[src/csc_defines.svh]
/*
 * Constants of the charge state controller: register offsets, field
 * positions, reset values and timing figures.
 * Assumes it is included once per compilation unit by its bare name.
 */
`ifndef CSC_DEFINES_SVH
`define CSC_DEFINES_SVH

// Register byte offsets
`define CSC_REG_CTRL 8'h00
`define CSC_REG_PRE_LIM 8'h04
`define CSC_REG_FAST_LIM 8'h08
`define CSC_REG_STATUS 8'h0C

// Control register fields and reset value
`define CSC_CTRL_BLINK_BIT 0
`define CSC_CTRL_SYS_BIT 1
`define CSC_CTRL_RST 2'h0

// Safety timer limits in seconds, plain defaults
`define CSC_PRE_LIM_S 16'h0708
`define CSC_FAST_LIM_S 16'h4650

// Status register fields
`define CSC_ST_STATE_LSB 0
`define CSC_ST_TFLT_BIT 4
`define CSC_ST_OVP_BIT 5
`define CSC_ST_ABOVE_BIT 6
`define CSC_ST_TMR_LSB 16

// Blink half period (toggle every second) and clock rate
`define CSC_BLINK_HALF_MS 1000
`define CSC_CLK_KHZ 100000

// Current selection codes
`define CSC_CUR_OFF 2'h0
`define CSC_CUR_PRE 2'h1
`define CSC_CUR_FAST 2'h2
`define CSC_CUR_DETECT 2'h3

`endif

[src/csc_pkg.sv]
/*
 * Types shared by the charge state controller: states, sensed flags
 * and power stage drive.
 * Assumes csc_defines.svh supplies the numeric constants.
 */
package csc_pkg;

   // Gray codes along sleep, precharge, fast, regulation, done
   typedef enum logic [3:0] {
      CSC_SLEEP = 4'h0,
      CSC_PRECHG = 4'h1,
      CSC_FASTCHG = 4'h3,
      CSC_VREG = 4'h2,
      CSC_DONE = 4'h6,
      CSC_INHIBIT = 4'h7,
      CSC_SUSPEND = 4'h5,
      CSC_FAULT = 4'h4,
      CSC_OVP = 4'hC,
      CSC_ABSENT = 4'hD
   } csc_state_type;

   // Comparator results from the analog front end, all active high
   typedef struct packed {
      logic sleep_exit;      // Supply above sleep_exit_threshold
      logic below_recharge;  // Battery below recharge_threshold
      logic at_regulation;   // Battery at regulation_voltage
      logic term_current;    // Current at or below termination level
      logic over_voltage;    // Output overvoltage
      logic below_lowv;      // Battery below low_voltage_threshold
      logic over_discharge;  // Battery below over_discharge_threshold
      logic temp_ok;         // temp_sense_in and die temperature in range
   } csc_sense_type;

   // Commands to the power stage
   typedef struct packed {
      logic pwm_en;
      logic [1:0] current_sel;
      logic two_cell;
   } csc_drive_type;

endpackage

[src/csc_charge_ctrl.sv]
/*
 * Charge state controller: sequences precharge, fast charge, voltage
 * regulation and termination, runs the safety timer, recovers from
 * timer and overvoltage faults, drives status and power-good pull-downs,
 * and offers an APB register slave.
 * Assumes all inputs are synchronous to clock_in (comparator flags are
 * already synchronised upstream) and a standard APB master.
 */
`include "csc_defines.svh"

module csc_charge_ctrl #(
   parameter int unsigned SEC_CYCLES = `CSC_BLINK_HALF_MS * `CSC_CLK_KHZ,
   parameter logic [15:0] PRE_LIM_DEF = `CSC_PRE_LIM_S,
   parameter logic [15:0] FAST_LIM_DEF = `CSC_FAST_LIM_S
) (
   input wire logic clock_in,
   input wire logic sys_rst_in,
   input wire csc_pkg::csc_sense_type sense_in,
   input wire logic charge_en_n_in,
   input wire logic cells_sel_in,
   input wire logic ttc_low_in,
   input wire logic ttc_high_in,
   input wire logic rate_select_in,
   input wire logic psel_in,
   input wire logic penable_in,
   input wire logic pwrite_in,
   input wire logic [7:0] paddr_in,
   input wire logic [31:0] pwdata_in,
   output logic [31:0] prdata_out,
   output logic pready_out,
   output logic pslverr_out,
   output csc_pkg::csc_drive_type drive_out,
   output logic status_out_a_pd_out,
   output logic status_out_b_pd_out,
   output logic power_good_n_pd_out
);

   csc_pkg::csc_state_type state_r;
   csc_pkg::csc_state_type state_nxt;
   csc_pkg::csc_state_type resume_r;
   csc_pkg::csc_state_type entry_st;
   logic [1:0] ctrl_r;
   logic [15:0] pre_lim_r;
   logic [15:0] fast_lim_r;
   logic [15:0] timer_r;
   logic [31:0] div_r;
   logic tick;
   logic blink_r;
   logic ce_n_r;
   logic ttc_low_r;
   logic ce_fall;
   logic ttc_rise;
   logic sys_var;
   logic tmr_en;
   logic term_en;
   logic charging;
   logic timer_clr;
   logic expired;
   logic tflt_r;
   logic seen_above_r;
   logic apb_wr;
   logic apb_setup;

   // Entry state of a fresh charge cycle
   function automatic csc_pkg::csc_state_type charge_entry(
      input csc_pkg::csc_sense_type s,
      input logic sys,
      input logic rate
   );
      csc_pkg::csc_state_type st;
      st = csc_pkg::CSC_FASTCHG;
      if (s.at_regulation) begin
         st = csc_pkg::CSC_VREG;
      end else if (sys) begin
         st = rate ? csc_pkg::CSC_FASTCHG : csc_pkg::CSC_PRECHG;
      end else if (s.below_lowv) begin
         st = csc_pkg::CSC_PRECHG;
      end
      return st;
   endfunction

   // Is the state one in which current flows to the battery
   function automatic logic is_charging(input csc_pkg::csc_state_type s);
      return (s == csc_pkg::CSC_PRECHG) || (s == csc_pkg::CSC_FASTCHG) ||
             (s == csc_pkg::CSC_VREG);
   endfunction

   assign sys_var = ctrl_r[`CSC_CTRL_SYS_BIT];
   assign entry_st = charge_entry(sense_in, sys_var, rate_select_in);
   assign charging = is_charging(state_r);
   assign ce_fall = ce_n_r && !charge_en_n_in;
   assign ttc_rise = ttc_low_r && !ttc_low_in;
   // System variant never times or terminates
   assign tmr_en = !sys_var && !ttc_low_in && !ttc_high_in;
   assign term_en = !sys_var && !ttc_low_in;
   assign tick = (div_r == SEC_CYCLES - 1);
   assign expired = tmr_en && ((state_r == csc_pkg::CSC_PRECHG) ? (timer_r >= pre_lim_r)
                                                                : (timer_r >= fast_lim_r));

   // Pin history for edge detection
   // Seeded from the pin during reset, so no false enable edge follows release
   always_ff @(posedge clock_in) begin
      if (sys_rst_in) begin
         ce_n_r <= charge_en_n_in;
         ttc_low_r <= 1'b0;
      end else begin
         ce_n_r <= charge_en_n_in;
         ttc_low_r <= ttc_low_in;
      end
   end

   // One-second divider; also paces the safety timer
   // One shared divider keeps blink phase and timer seconds in step
   always_ff @(posedge clock_in) begin
      if (sys_rst_in || tick) begin
         div_r <= 32'h0000_0000;
      end else begin
         div_r <= div_r + 32'h0000_0001;
      end
   end

   // Blink phase flips each second for a 0.5 Hz flash
   always_ff @(posedge clock_in) begin
      if (sys_rst_in) begin
         blink_r <= 1'b0;
      end else if (tick) begin
         blink_r <= !blink_r;
      end
   end

   // Next state; supply loss and enable level outrank everything
   // Comparator flags are used directly, already synchronous to this clock
   always_comb begin
      state_nxt = state_r;
      if (!sense_in.sleep_exit) begin
         state_nxt = csc_pkg::CSC_SLEEP;
      end else if (charge_en_n_in) begin
         state_nxt = csc_pkg::CSC_INHIBIT;
      end else if (sense_in.over_voltage) begin
         // Honoured straight out of sleep too, so a charge never starts into overvoltage
         state_nxt = csc_pkg::CSC_OVP;
      end else if (ce_fall) begin
         state_nxt = entry_st;
      end else if (ttc_rise && state_r != csc_pkg::CSC_OVP) begin
         state_nxt = entry_st;
      end else begin
         unique case (state_r)
            csc_pkg::CSC_SLEEP, csc_pkg::CSC_INHIBIT: begin
               // Start only if the battery wants charge
               state_nxt = sense_in.below_recharge ? entry_st : csc_pkg::CSC_DONE;
            end
            csc_pkg::CSC_PRECHG, csc_pkg::CSC_FASTCHG, csc_pkg::CSC_VREG: begin
               if (!sense_in.temp_ok) begin
                  state_nxt = csc_pkg::CSC_SUSPEND;
               end else if (expired) begin
                  state_nxt = csc_pkg::CSC_FAULT;
               end else if (sense_in.at_regulation) begin
                  if (state_r != csc_pkg::CSC_VREG) begin
                     state_nxt = csc_pkg::CSC_VREG;
                  end else if (term_en && sense_in.term_current) begin
                     state_nxt = csc_pkg::CSC_DONE;
                  end
               end else if (state_r == csc_pkg::CSC_VREG && term_en && sense_in.term_current) begin
                  state_nxt = csc_pkg::CSC_DONE;
               end else if (sys_var && state_r != csc_pkg::CSC_VREG) begin
                  state_nxt = rate_select_in ? csc_pkg::CSC_FASTCHG : csc_pkg::CSC_PRECHG;
               end else if (state_r == csc_pkg::CSC_PRECHG && !sense_in.below_lowv) begin
                  state_nxt = csc_pkg::CSC_FASTCHG;
               end
            end
            csc_pkg::CSC_DONE: begin
               if (sense_in.below_recharge) begin
                  state_nxt = entry_st;
               end
            end
            csc_pkg::CSC_SUSPEND: begin
               if (sense_in.temp_ok) begin
                  state_nxt = resume_r;
               end
            end
            csc_pkg::CSC_FAULT: begin
               // Cleared by the supply, enable and timer pin checks above, or here once the battery has been seen above and falls again
               if (seen_above_r && sense_in.below_recharge) begin
                  state_nxt = csc_pkg::CSC_ABSENT;
               end
            end
            csc_pkg::CSC_OVP: begin
               if (sense_in.below_recharge) begin
                  state_nxt = entry_st;
               end
            end
            csc_pkg::CSC_ABSENT: begin
               // Detect pulse lasts until the next second boundary
               if (tick) begin
                  state_nxt = entry_st;
               end
            end
            default: begin
               state_nxt = csc_pkg::CSC_SLEEP;
            end
         endcase
      end
   end

   // State register
   always_ff @(posedge clock_in) begin
      if (sys_rst_in) begin
         state_r <= csc_pkg::CSC_SLEEP;
      end else begin
         state_r <= state_nxt;
      end
   end

   // Remember where a temperature suspend interrupted charging
   // Precharge default is the gentlest rate if a resume ever finds no record
   always_ff @(posedge clock_in) begin
      if (sys_rst_in) begin
         resume_r <= csc_pkg::CSC_PRECHG;
      end else if (charging && state_nxt == csc_pkg::CSC_SUSPEND) begin
         resume_r <= state_r;
      end
   end

   // Timer zeroes on entry to precharge or fast charge, never on a return from suspend
   assign timer_clr = ce_fall || ttc_rise || !tmr_en ||
                      (state_nxt != state_r && state_r != csc_pkg::CSC_SUSPEND &&
                       (state_nxt == csc_pkg::CSC_PRECHG || state_nxt == csc_pkg::CSC_FASTCHG));

   // Safety timer in seconds; frozen while suspended
   // Saturates instead of wrapping, so an expired count can never roll back
   always_ff @(posedge clock_in) begin
      if (sys_rst_in || timer_clr) begin
         timer_r <= 16'h0000;
      end else if (tick && charging && timer_r != 16'hFFFF) begin
         timer_r <= timer_r + 16'h0001;
      end
   end

   // Latched timer fault and the above-recharge sighting
   // Set and clear never meet: an enable fall leads to sleep, overvoltage or a fresh charge state, never to fault
   always_ff @(posedge clock_in) begin
      if (sys_rst_in || ce_fall) begin
         tflt_r <= 1'b0;
         seen_above_r <= 1'b0;
      end else if (state_r != csc_pkg::CSC_FAULT && state_nxt == csc_pkg::CSC_FAULT) begin
         tflt_r <= 1'b1;
         seen_above_r <= !sense_in.below_recharge;
      end else if (state_r == csc_pkg::CSC_FAULT) begin
         tflt_r <= (state_nxt == csc_pkg::CSC_FAULT);
         if (!sense_in.below_recharge) begin
            seen_above_r <= 1'b1;
         end
      end
   end

   // Power stage drive; PWM off outside active charging, detect current in absent, and in fault while below recharge and never seen above
   // Decoded from the next state so the power stage stops at the same edge as the state
   always_ff @(posedge clock_in) begin
      if (sys_rst_in) begin
         drive_out <= '0;
      end else begin
         drive_out.two_cell <= cells_sel_in;
         drive_out.pwm_en <= is_charging(state_nxt);
         unique case (state_nxt)
            csc_pkg::CSC_PRECHG: drive_out.current_sel <= `CSC_CUR_PRE;
            csc_pkg::CSC_FASTCHG, csc_pkg::CSC_VREG: drive_out.current_sel <= `CSC_CUR_FAST;
            csc_pkg::CSC_ABSENT: drive_out.current_sel <= `CSC_CUR_DETECT;
            csc_pkg::CSC_FAULT: begin
               // Detect current only while still below and never seen above
               drive_out.current_sel <= (sense_in.below_recharge && !seen_above_r)
                                        ? `CSC_CUR_DETECT : `CSC_CUR_OFF;
            end
            default: drive_out.current_sel <= `CSC_CUR_OFF;
         endcase
      end
   end

   // Status pull-downs; a blink variant flashes A in fault, in suspend and while charging an over-discharged battery
   // Status A and B follow the state register, one edge behind the drive; power good follows the supply flag; indicators need no more
   always_ff @(posedge clock_in) begin
      if (sys_rst_in) begin
         status_out_a_pd_out <= 1'b0;
         status_out_b_pd_out <= 1'b0;
         power_good_n_pd_out <= 1'b0;
      end else begin
         power_good_n_pd_out <= sense_in.sleep_exit;
         status_out_b_pd_out <= (state_r == csc_pkg::CSC_DONE);
         if (ctrl_r[`CSC_CTRL_BLINK_BIT] &&
             (state_r == csc_pkg::CSC_FAULT || state_r == csc_pkg::CSC_SUSPEND ||
              (charging && sense_in.over_discharge))) begin
            status_out_a_pd_out <= blink_r;
         end else begin
            status_out_a_pd_out <= charging;
         end
      end
   end

   // APB: answer in the first access cycle, no wait states
   // Limitation: no wait states, so every register must be readable in a single cycle
   assign apb_setup = psel_in && !penable_in;
   assign apb_wr = psel_in && penable_in && pready_out && pwrite_in;

   // Writable control and timer limits
   always_ff @(posedge clock_in) begin
      if (sys_rst_in) begin
         ctrl_r <= `CSC_CTRL_RST;
         pre_lim_r <= PRE_LIM_DEF;
         fast_lim_r <= FAST_LIM_DEF;
      end else if (apb_wr) begin
         unique case (paddr_in)
            `CSC_REG_CTRL: ctrl_r <= pwdata_in[1:0];
            `CSC_REG_PRE_LIM: pre_lim_r <= pwdata_in[15:0];
            `CSC_REG_FAST_LIM: fast_lim_r <= pwdata_in[15:0];
            default: ;
         endcase
      end
   end

   // Read data and completion prepared during the setup cycle
   always_ff @(posedge clock_in) begin
      if (sys_rst_in) begin
         pready_out <= 1'b0;
         pslverr_out <= 1'b0;
         prdata_out <= 32'h0000_0000;
      end else begin
         pready_out <= apb_setup;
         pslverr_out <= 1'b0;
         prdata_out <= 32'h0000_0000;
         if (apb_setup) begin
            unique case (paddr_in)
               `CSC_REG_CTRL: prdata_out <= {30'h0, ctrl_r};
               `CSC_REG_PRE_LIM: prdata_out <= {16'h0000, pre_lim_r};
               `CSC_REG_FAST_LIM: prdata_out <= {16'h0000, fast_lim_r};
               `CSC_REG_STATUS: begin
                  prdata_out[`CSC_ST_STATE_LSB +: 4] <= state_r;
                  prdata_out[`CSC_ST_TFLT_BIT] <= tflt_r;
                  prdata_out[`CSC_ST_OVP_BIT] <= (state_r == csc_pkg::CSC_OVP);
                  prdata_out[`CSC_ST_ABOVE_BIT] <= seen_above_r;
                  prdata_out[`CSC_ST_TMR_LSB +: 16] <= timer_r;
               end
               default: pslverr_out <= 1'b1; // Unmapped address
            endcase
         end
      end
   end

endmodule

[config.mk]
export PLATFORM = sky130hd
export DESIGN_NAME = csc_charge_ctrl
export DESIGN_NICKNAME = d
export VERILOG_FILES = /design/src/csc_pkg.sv /design/src/csc_charge_ctrl.sv
export VERILOG_INCLUDE_DIRS = /design/src
export SDC_FILE = /design/constraint.sdc
export NUM_CORES = 1
export LEC_CHECK = 0
export BUFFER_PORTS_ARGS = -buffer_cell sky130_fd_sc_hd__buf_2
export CORE_AREA = 10 10 141 143
export DETAILED_ROUTE_END_ITERATION = 16
export DIE_AREA = 0 0 151 153
export PLACE_DENSITY = 0.58
export RECOVER_POWER = 100
export SYNTH_ARGS = -nofsm -noshare
export SYNTH_HDL_FRONTEND = slang
export SYNTH_SLANG_ARGS = --single-unit
[constraint.sdc]
create_clock -name clock_in -period 3.2 [get_ports clock_in]
set_input_delay 0.96 -clock clock_in [delete_from_list [all_inputs] [get_ports clock_in]]
set_output_delay 0.96 -clock clock_in [all_outputs]
set_load 0.005 [all_outputs]
======== Word level (Yosys, flattened, before mapping) ========
Index checks and enable logic that the tools add are counted.
word-level totals
  flip-flop bits (word level) ............. 136
  bits in latches ......................... 0
  RAM bits ................................ 0
  memory bits (read-only) ................. 0
  input port bits ......................... 58
  output and inout port bits .............. 41
  word-level logic and storage cells ...... 150
  memories ................................ 0
cells by class
  add/subtract/negate cells ............... 2
  multipliers ............................. 0
  divide/modulo/power cells ............... 0
  magnitude comparators ................... 2
  equal/unequal tests ..................... 26
  shift operators ......................... 0
  multiplexer cells ....................... 35
  bitwise operators ....................... 2
  reductions and logical operators ........ 61
operators by type and width
  operator                                                count
  two-way mux 4 bit                                       18
  adder 32 x 1 -> 32 bit (second input constant)          1
  equality test 32 x 27 -> 1 bit (second input constant)  1
  greater-or-equal comparator 16 bit                      2
  case mux 7 bit (4 select lines)                         1
  logical AND 1 bit                                       25
  equality test 4 x 3 -> 1 bit (second input constant)    6
  case mux 4 bit (6 select lines)                         1
  case mux 9 bit (2 select lines)                         1
  adder 16 x 1 -> 16 bit (second input constant)          1
  equality test 4 x 2 -> 1 bit (second input constant)    4
  equality test 8 x 4 -> 1 bit (second input constant)    2
  != test 16 bit (second input constant)                  1
  equality test 4 bit (second input constant)             3
  logical OR 1 bit                                        12
  zero test 1 bit                                         10
  two-way mux 2 bit                                       5
  equality test 4 x 1 -> 1 bit (second input constant)    2
  equality test 8 x 3 -> 1 bit (second input constant)    1
  zero test 8 bit                                         1
  two-way mux 1 bit                                       8
  != test 4 x 3 -> 1 bit (second input constant)          2
  case mux 2 bit (4 select lines)                         1
  AND reduction 2 bit                                     4
  other kinds (10)                                        15

======== Logic depth before layout (Yosys ltp) ========
Gate-level depths: netlist of the first run.
  depth in word-level cells ............... 19
  gate-level depth with buffers ........... 12
  gate-level depth less buffers ........... 11

======== Worst setup path before layout of the first run ========
Ideal clock, no wire load.
  path kind ............................... input-to-reg
  from .................................... input sense_in[3] (netlist bit)
  to ...................................... register resume_r[0]
  library setup time ...................... 0.120 ns
  data arrival time ....................... 2.950 ns
  data required time ...................... 3.080 ns
  setup slack ............................. 0.130 ns
  stages on the path ...................... 9
  path buffers ............................ 1
  path through ............................ clkbuf_1 -> a311o_1 -> a21o_1 -> a21oi_1 -> or3b_2 -> a2111o_1 -> nor3_2 -> nor2b_1 -> a211o_1
between the ends
  word-level cells in the longest chain between the ends .. 5
RTL lines
  element                       line                    RTL
  start, declared               csc_charge_ctrl.sv:18   input wire csc_pkg::csc_sense_type sense_in,
  two-way mux 4 bit             csc_charge_ctrl.sv:139  end else if (sense_in.over_voltage) begin
  two-way mux 4 bit             csc_charge_ctrl.sv:137  end else if (charge_en_n_in) begin
  two-way mux 4 bit             csc_charge_ctrl.sv:135  if (!sense_in.sleep_exit) begin
  equality test 4 x 3 -> 1 bit  csc_charge_ctrl.sv:219  end else if (charging && state_nxt == csc_pkg::CSC_SUSPEND) begin
  logical AND 1 bit             csc_charge_ctrl.sv:219
  end signal, assigned          csc_charge_ctrl.sv:218  resume_r <= csc_pkg::CSC_PRECHG;
  end signal, assigned          csc_charge_ctrl.sv:220  resume_r <= state_r;
  end, declared                 csc_charge_ctrl.sv:40   csc_pkg::csc_state_type resume_r;
No other way between the ends.
A chain may end at the register's enable or synchronous reset.

======== Worst setup path after layout of the first run ========
  from .................................... register fast_lim_r[8]
  to ...................................... register resume_r[0]
between the ends
  word-level cells in the longest chain between the ends .. 13
RTL lines
  element                             line                    RTL
  start, declared                     csc_charge_ctrl.sv:44   logic [15:0] fast_lim_r;
  start signal, assigned              csc_charge_ctrl.sv:313  `CSC_REG_FAST_LIM: fast_lim_r <= pwdata_in[15:0];
  greater-or-equal comparator 16 bit  csc_charge_ctrl.sv:98   : (timer_r >= fast_lim_r));
  two-way mux 1 bit                   csc_charge_ctrl.sv:97   assign expired = tmr_en && ((state_r == csc_pkg::CSC_PRECHG) ? (timer_r >= pre_lim_r)
  logical AND 1 bit                   csc_charge_ctrl.sv:97
  two-way mux 4 bit                   csc_charge_ctrl.sv:155  end else if (expired) begin
  two-way mux 4 bit                   csc_charge_ctrl.sv:153  if (!sense_in.temp_ok) begin
  case mux 4 bit (6 select lines)     csc_charge_ctrl.sv:147  unique case (state_r)
  two-way mux 4 bit                   csc_charge_ctrl.sv:144  end else if (ttc_rise && state_r != csc_pkg::CSC_OVP) begin
  two-way mux 4 bit                   csc_charge_ctrl.sv:142  end else if (ce_fall) begin
  two-way mux 4 bit                   csc_charge_ctrl.sv:139
  two-way mux 4 bit                   csc_charge_ctrl.sv:137
  two-way mux 4 bit                   csc_charge_ctrl.sv:135
  equality test 4 x 3 -> 1 bit        csc_charge_ctrl.sv:219
  logical AND 1 bit                   csc_charge_ctrl.sv:219
No other way between the ends.

==> results of run 1 <==
final timing paths:
kind                       from            end  slack [ns]  cells after the start
hold reg to reg   fast_lim_r[3]  fast_lim_r[3]        0.46                      2
setup reg to reg  fast_lim_r[8]    resume_r[0]        0.08                     12
hold / removal    fast_lim_r[3]  fast_lim_r[3]        0.46                      2
setup / recovery  fast_lim_r[8]    resume_r[0]        0.08                     12
cell usage in the layout (no fill, tap or decap), types with 21 or more instances in the layout:
cell / Yosys / final
nand2_1: 115 / 112
nand3_1: 27 / 27
buf_4: 0 / 67
a21oi_1: 56 / 55
xor2_1: 25 / 25
ha_1: 34 / 29
inv_1: 41 / 36
buf_2: 6 / 48
o21ai_0: 21 / 21
dfxtp_1: 136 / 125
nor2_1: 93 / 93
clkbuf_1: 27 / 43
logic make-up (layout without fill, tap and decap cells):
family / count (synthesis) / in the layout / synth area share (%)
compound gates: 145 / 145 / 14.7
xor+xnor: 42 / 42 / 5.50
fa+ha+maj: 35 / 35 / 6.51
buf+inv: 76 / 234 / 4.73
flops: 136 / 136 / 40.7
mux: 3 / 3 / 0.468
simple gates: 366 / 366 / 27.4
through the flow:
stage	setup WS (ns)	cells	total power [mW]	setup TNS, ns
after floorplan	0.130	803	1.90	0
after global placement	-0.117	1153	2.02	-0.962
after detailed placement	-0.148	1153	2.02	-1.63
after CTS	0.0204	1185	3.89	0
after global routing	-0.0146	1186	4.00	-0.0275
final	0.0834	1186	3.85	0
registers in the layout (all words and copies together), names as in the netlist, 2 cells and up:
signal	cells
state_r	4
pre_lim_r	16
timer_r	16
drive_out	4
prdata_out	32
div_r	32
fast_lim_r	16
resume_r	4
ctrl_r	2
tightest hold or removal path: stages, from the launching register on:
cell and delay (ns):
dfxtp_1 0.31, nand2_1 0.05, a21oi_1 0.05
timing repair:
item | 4_1_cts | 5_1_grt
buffers inserted | 0 | 1
gates resized for setup | 3 | 33
setup endpoints to repair | 4 | 24
pin swaps | 1 | 12
cell type report:
type	instances	area share, %
inverters	41	1.81
multi-input cells	591	44.6
clock buffers	20	5.26
flip-flops and latches	136	32.2
clock inverters	12	1.41
well taps	225	3.31
repair buffers	161	11.4
layer usage:
metal | vias to the layer above | global-route usage (%) | share of wire (%)
li1 | 3053 | - | -
met1 | 2724 | 20.9 | 48
met2 | 140 | 24.6 | 44
met3 | 27 | 5.02 | 6.4
met4 | 2 | 5.23 | 1.7
met5 | - | 0 | 0.071
power by group:
group,switching (mW),total [mW],internal (mW)
logic,0.157,0.274,0.118
registers,0.00792,1.71,1.71
clock network,0.768,1.86,1.10
total,0.933,3.85,2.92
==> impl_metrics.yaml, run 1 <==
min_path:
  hold_path_class: "flip-flop to flip-flop"
yosys:
  synth.most_common_cell: "dfxtp_1"
  ys.flop_type: "dfxtp_1"
  syn-cell-area_um2: 6690
  synth_top_area_share_pct: 40.7
  yosysSeqAreaShare_pct: 40.7
  synth-warning-count: 0
  syn_nets: 895
  synthCells: 803
  synth.distinct_cells: 71
  ys_ff_latch: 136
  synth_edf_count: 0
  postSynthAreaPerCell_um2: 8.33
  synth_common_cells: "dfxtp_1, nand2_1, nor2_1, a21oi_1, inv_1"
  synth_top_area_cell: "dfxtp_1"
  synthTopCellsByArea: "dfxtp_1, nand2_1, ha_1"
  synthArstFlopShare_pct: 0
floorplanning:
  ios: 99
  die_h_um: 153
  rows: 48
  die_area_um2: 23100
  die_w_um: 151
  start_util_pct: 39.2
  core_um2: 17100
routing:
  drc_errors: 0
  dr.pass1.iters: 5
  viasPerCell: 5.01
  num_vias: 5946
  routedWlPerCell_um: 15.4
  ant_nets: 0
  wirelength_mm: 18.3
  dr.first_iter.drc_count: 421
grt:
  antenna_found_initial: 3
  grt.overflow.total: 0
  first_global_vias: 5839
  grt_max_degree: 48
  track_usage_pct: 16.0
  grt_first_pass_wirelength_mm: 29.8
worst_setup_path:
  crit_type: "flip-flop to flip-flop"
  critPathMaxStageDelay_ns: 0.48
  crit_buf_inv: 2
  path_delay_family: "simple AND/OR/NAND/NOR gates"
  startpoint_type: "flip-flop"
  crit_required_ns: 3.51
  critPathSlowestCell: "a2111o_1"
  crit_path_end_kind: "flip-flop"
  cp_max_fo: 4
  cp_data_arrival_time_ns: 3.43
  path_cells: "inv_2 -> ha_4 -> nand2_4 -> nor4_4 -> buf_4 -> or4b_4 -> a31oi_4 -> a21oi_4 -> a2111o_1 -> nor3_4 -> nor2b_1 -> a211o_1"
clock_network:
  path_clk_slew_ns: 0.06
  cts-buffers-inserted: 17
  clk_path_buf_depth: 2
  cts.htree.levels: 4
  insertion_delay_ns: 0.43
  cts_tree: "done"
  hold_buffers: 0
  cts_sinks: 136
  cts_root_buffer: "clkbuf_16"
layout:
  area_growth_pct: 27.0
  regArea_um2: 2740
  utilization_pct: 49.8
  design_area_um2: 8490
  final.fill_count: 1710
  multiInputGateArea_um2: 3790
  num-nets-final: 1040
  drive_gt1_share_pct: 21.5
  antenna_cells: 0
power_and_ir_drop:
  power_density_nw_per_um2: 454
  vdd_ir_drop_max_mv: 0.371
  p_leak_nw: 3.30
timing:
  drv_slew: 0
  fin_crit_ns: 3.12
  worst_hold_slack_ns: 0.457
  post-route-period-util_pct: 97.4
  fin_worst_skew_ns: 0.00876
  rsz0062_at_grt: "yes"
  slew_headroom_pct: 37.9
  worst_pin_slew_ns: 0.931
  hold_viol: 0
  max_freq_mhz: 321
  finalSetupViolCount: 0
run_status:
  status: "complete, no violations"
placement:
  gp_congestion: 0.898
  dpl_cell_area_um2: 7840
  hpwl_mm: 13.8
  io_buffers: 82
flow_run:
  maxCapViolCount: 0
Note: power is estimated with default switching activity, not from simulation.
==> inputs of run 2 (changes only) <==
CELL_PAD_IN_SITES_DETAIL_PLACEMENT = 0   (was unset)
CELL_PAD_IN_SITES_GLOBAL_PLACEMENT = 1   (was unset)
CORE_AREA = 10 10 142 144   (was 10 10 141 143)
DIE_AREA = 0 0 152 154   (was 0 0 151 153)
MAX_ROUTING_LAYER = met4   (was unset)
PLACE_DENSITY = 0.73   (was 0.58)
==> impl_metrics.yaml, run 2 (same netlist as run 1, synthesis figures left out) <==
grt:
  grt.overflow.total: 0
  grt_max_degree: 42
  first_global_vias: 5849
  antenna_found_initial: 1
  track_usage_pct: 16.2
  grt_first_pass_wirelength_mm: 30.3
worst_setup_path:
  cp_data_arrival_time_ns: 3.47
  crit_path_end_kind: "flip-flop"
  startpoint_type: "flip-flop"
  critPathMaxStageDelay_ns: 0.46
  cp_max_fo: 16
  crit_required_ns: 3.55
  crit_type: "flip-flop to flip-flop"
  path_delay_family: "simple AND/OR/NAND/NOR gates"
  path_cells: "inv_1 -> ha_1 -> nand2_1 -> nor4_2 -> buf_4 -> or4b_4 -> a31oi_4 -> buf_4 -> nand2_1 -> nand4_1 -> nand4b_1 -> o31a_4 -> buf_12 -> nor2_2"
  critPathSlowestCell: "or4b_4"
  crit_buf_inv: 4
routing:
  wirelength_mm: 18.7
  ant_nets: 0
  num_vias: 5934
  routedWlPerCell_um: 15.7
  dr.first_iter.drc_count: 362
  viasPerCell: 4.99
  dr.pass1.iters: 5
  drc_errors: 0
placement:
  io_buffers: 82
  hpwl_mm: 13.9
  gp_congestion: 0.869
  pre_cts_ws_ns: -0.0912
timing:
  worst_pin_slew_ns: 0.964
  drv_slew: 0
  fin_worst_skew_ns: 0.00848
  finalWorstSetupSlack_ns: 0.0781
  finalSetupViolCount: 0
  post-route-period-util_pct: 97.6
  fin_crit_ns: 3.12
  worst_hold_slack_ns: 0.456
  slew_headroom_pct: 35.7
  max_freq_mhz: 320
  hold_viol: 0
  rsz0062_at_grt: "yes"
floorplanning:
  start_util_pct: 38.9
  die_h_um: 154
  ios: 99
  die_area_um2: 23400
  core_um2: 17200
  die_w_um: 152
  rows: 48
layout:
  num-nets-final: 1042
  reg.largest.list: "div_r (32), prdata_out (32)"
  final.fill_count: 1706
  final_common_cell: "dfxtp_1"
  multiInputGateArea_um2: 3710
  final_cell_mix: "dfxtp_1, nand2_1, nor2_1, buf_4, a21oi_1"
  drive_gt1_share_pct: 19.5
  utilization_pct: 49.1
  area_growth_pct: 26.1
  regArea_um2: 2730
clock_network:
  cts_sinks: 136
  cts_root_buffer: "clkbuf_16"
  cts.htree.levels: 4
  cts_tree: "done"
  post_cts_resized: 0
  insertion_delay_ns: 0.42
  cts_setup_buffers: 0
  hold_buffers: 0
  cts-buffers-inserted: 17
  path_clk_slew_ns: 0.06
  clk_path_buf_depth: 2
power_and_ir_drop:
  p_leak_nw: 3.33
  totalPowerFinal_mw: 3.96
  power_density_nw_per_um2: 469
  vdd_ir_drop_max_mv: 0.388
flow_run:
  maxCapViolCount: 0
min_path:
  hold_path_class: "flip-flop to flip-flop"
run_status:
  status: "complete, no violations"
[run 2: cell count changes in the layout (fill, tap and decap cells not counted), sizes merged]
cell,delta
buf,-1
bufinv,+1
clkbuf,+5
clkinv,+2
clkinvlp,-4
diode,+1
inv,-1
[run 2: per-layer routing]
layer | routed length (um) | share of wire [%] | GRT usage [%] | vias to the layer above
met5 | 0 | 0 | - | -
met4 | 214 | 1.1 | 4.91 | 0
met3 | 824 | 4.4 | 3.29 | 17
met2 | 8140 | 44 | 23.7 | 131
met1 | 9480 | 51 | 21.9 | 2716
li1 | - | - | - | 3070
[run 2: power breakdown]
group	internal [mW]	leakage, nW	switching, mW
clock	1.21	0.290	0.758
combinational	0.116	1.94	0.159
sequential	1.71	1.10	0.00906
[run 2: per-stage QoR]
| stage | cell area (um2) | std cells | setup TNS [ns] |
|---|---|---|---|
| finish | 8440 | 1189 | 0 |
| global route | 8440 | 1189 | -1.23 |
| CTS | 8440 | 1188 | 0 |
| global placement | 7850 | 1156 | -0.589 |
| floorplan | 6690 | 803 | 0 |
| detailed placement | 7850 | 1156 | -0.820 |
[run 2: layout make-up]
| cell class | count | area share (%) |
|---|---|---|
| repair buffers | 163 | 11.5 |
| well taps | 225 | 3.34 |
| clock buffers | 22 | 5.62 |
| multi-input cells | 591 | 44.0 |
| diodes | 1 | 0.0297 |
| flip-flops and latches | 136 | 32.3 |
| inverters | 41 | 1.82 |
| clock inverters | 10 | 1.39 |
[run 2: final timing paths]
check / start / end / slack [ns] / cells after the start
min: fast_lim_r[2] / fast_lim_r[2] / 0.46 / 2
max: fast_lim_r[9] / timer_r[2] / 0.08 / 14
min reg2reg: fast_lim_r[2] / fast_lim_r[2] / 0.46 / 2
max reg2reg: fast_lim_r[9] / timer_r[2] / 0.08 / 14
[run 2: worst reg2reg max path, stage by stage (launching register included)]
cell      delay [ns]
dfxtp_2         0.35
inv_1           0.05
ha_1            0.29
nand2_1         0.08
nor4_2          0.29
buf_4           0.17
or4b_4          0.46
a31oi_4         0.24
buf_4           0.15
nand2_1         0.06
nand4_1         0.09
nand4b_1        0.12
o31a_4          0.38
buf_12          0.17
nor2_2          0.14
==> inputs of run 3 (changes only) <==
ABC_AREA = 1   (was unset)
CORE_AREA = 10 10 146 148   (was 10 10 142 144)
DIE_AREA = 0 0 156 158   (was 0 0 152 154)
==> impl_metrics.yaml, run 3 <==
timing:
  tns_ns: 0
  worst_pin_slew_ns: 1.70
  max_freq_mhz: 359
  post-route-period-util_pct: 87.1
  worst_hold_slack_ns: 0.445
  finalWorstSetupSlack_ns: 0.413
  drv_slew: 42
  slew_headroom_pct: -13.2
  fin_crit_ns: 2.79
  finalSetupViolCount: 0
  rsz0062_at_grt: "no"
  hold_viol: 0
  fin_worst_skew_ns: 0.00643
run_status:
  status: "finished with violations"
  failed_checks: "capacitance limit, slew limit"
worst_setup_path:
  path_cells: "ha_1 -> a21oi_1 -> a21oi_1 -> nor2_1 -> nand2_1 -> nand3_1 -> nand2_1 -> nand2_1 -> nand2_1 -> nand3_1 -> nand2_1 -> nand2_1 -> nand2_4 -> inv_2 -> nand2_2 -> nor2_2 -> nand2_2 -> nand2_4 -> nor2_1"
  critPathSlowestCell: "dfxtp_1"
  cp_max_fo: 16
  crit_path_end_kind: "flip-flop"
  crit_required_ns: 3.50
  cpMostUsedCell: "nand2_1"
  crit_type: "flip-flop to flip-flop"
  startpoint_type: "flip-flop"
  cp_data_arrival_time_ns: 3.09
  r2r.worst_path.cells: 19
  critPathMaxStageDelay_ns: 0.52
yosys:
  ys.flop_type: "dfxtp_1"
  synthCells: 929
  postSynthAreaPerCell_um2: 7.36
  muxShareOfSynthArea_pct: 0
  synth_common_cells: "nand2_1, inv_1, dfxtp_1, nor2_1, a21oi_1"
  synth_top_family_by_area: "simple AND/OR/NAND/NOR gates"
  synth_top_area_share_pct: 39.8
  synth.most_common_cell: "nand2_1"
  synth-warning-count: 0
  ys_ff_latch: 136
  synth_edf_count: 0
  synthTopCellsByArea: "dfxtp_1, nand2_1, inv_1"
  synth_fa_ha_area_share_pct: 6.22
  yosysSeqAreaShare_pct: 39.8
  synthXorXnorAreaFrac_pct: 2.82
  synthSimpleGateAreaFrac_pct: 29.1
  synth_top_area_cell: "dfxtp_1"
  syn-cell-area_um2: 6840
  synth_compound_area_share_pct: 11.9
  synth.distinct_cells: 45
  synthArstFlopShare_pct: 0
  syn_nets: 1021
layout:
  area_growth_pct: 16.2
  drive_gt1_share_pct: 12.4
  utilization_pct: 43.1
  num-nets-final: 1114
  antenna_cells: 0
  final.fill_count: 1931
  final_cell_mix: "nand2_1, inv_1, dfxtp_1, nor2_1, a21oi_1"
  reg.largest.list: "div_r (32), prdata_out (32)"
  final_common_cell: "nand2_1"
  multiInputGateArea_um2: 3350
  instances_no_fill: 1269
  design_area_um2: 7950
  regArea_um2: 2720
routing:
  routedWlPerCell_um: 14.3
  num_vias: 6009
  dr.max_layer_used: "met4"
  drt-met1-wl_mm: 9.53
  wirelength_mm: 18.1
  dr_wl_met2_mm: 7.54
  dr.first_iter.drc_count: 359
  viasPerCell: 4.74
  dr.pass1.iters: 5
  ant_nets: 0
  wl_met3_um: 827
  drc_errors: 0
floorplanning:
  die_w_um: 156
  core_um2: 18500
  start_util_pct: 37.1
  die_h_um: 158
  die_area_um2: 24600
  ios: 99
  rows: 50
grt:
  grt_first_pass_wirelength_mm: 29.1
  track_usage_pct: 15.3
  grt_max_degree: 42
  grt.overflow.total: 0
  first_global_vias: 5687
  antenna_found_initial: 0
min_path:
  holdPathStages: 2
  hold_path_class: "flip-flop to flip-flop"
clock_network:
  cts_tree: "done"
  cts.htree.levels: 4
  cts_sinks: 136
  path_clk_slew_ns: 0.06
  cts-buffers-inserted: 17
  insertion_delay_ns: 0.42
  hold_buffers: 0
  clk_path_buf_depth: 2
  cts_root_buffer: "clkbuf_16"
  cts_setup_buffers: 0
  post_cts_resized: 0
placement:
  gp_congestion: 0.868
  pre_cts_ws_ns: 0.319
  placed_cells: 1237
  io_buffers: 82
  hpwl_mm: 14.0
  dpl_cell_area_um2: 7540
power_and_ir_drop:
  totalPowerFinal_mw: 3.74
  power_density_nw_per_um2: 470
  vdd_ir_drop_max_mv: 0.359
  switching_power_uw: 859
  p_seq_share_pct: 46.0
  clkPwrFrac_pct: 48.7
  p_sw_share_pct: 23.0
  p_int_mw: 2.88
  pwr-share-comb_pct: 5.3
  p_leak_nw: 3.34
flow_run:
  maxCapViolCount: 1
-- run 3: changes by cell type after synthesis, sizes merged, moves of 11 or more --
cell and change:
a21oi +14, a22oi -14, and2 -22, and3 -11
inv +118, nand2 +64, nand3 +13, nor2 +26
nor3 +11, o21ai +23, xnor2 -14
-- run 3: worst max-delay path: cells and delay by family, from the launching register on --
kind	cells	cell delay (ns)
buffers and inverters	1	0.07
adders and majority gates	1	0.32
and+or+nand+nor	15	1.51
AOI/OAI and AO/OA	2	0.24
DFF	1	0.52
-- run 3: power by group through the flow --
stage          logic [mW]  clock network, mW  registers [mW]
5_1_grt             0.224               1.94            1.72
2_1_floorplan       0.124                  0            1.75
4_1_cts             0.204               1.86            1.72
3_3_place_gp        0.203                  0            1.76
3_5_place_dp        0.203                  0            1.76
6_report            0.198               1.82            1.72
-- run 3: area by class of cell --
cell class	count	area share, %
sequential	136	34.3
clock buffer	24	5.94
multi-input combinational	613	42.1
tap	234	3.68
timing repair buffer	94	5.51
inverter	160	7.56
clock inverter	8	0.913
-- run 3: cell families after synthesis --
kind of cell | after synthesis
AND/OR/NAND/NOR | 410
flip-flops | 136
adder cells (fa/ha/maj) | 34
XOR/XNOR | 22
AO/OA/AOI/OAI | 147
buffers and inverters | 180
-- run 3: worst paths after layout --
kind | from | end | slack, ns
worst max-delay path | timer_r[11] | timer_r[6] | 0.41
worst min-delay path | resume_r[2] | resume_r[2] | 0.44
worst max register to register | timer_r[11] | timer_r[6] | 0.41
worst min register to register | resume_r[2] | resume_r[2] | 0.44
-- run 3: layer usage --
| metal | GRT usage, % | up-vias |
|---|---|---|
| met3 | 3.01 | 20 |
| li1 | - | 3176 |
| met4 | 4.90 | 0 |
| met5 | - | - |
| met2 | 21.8 | 126 |
| met1 | 21.2 | 2687 |
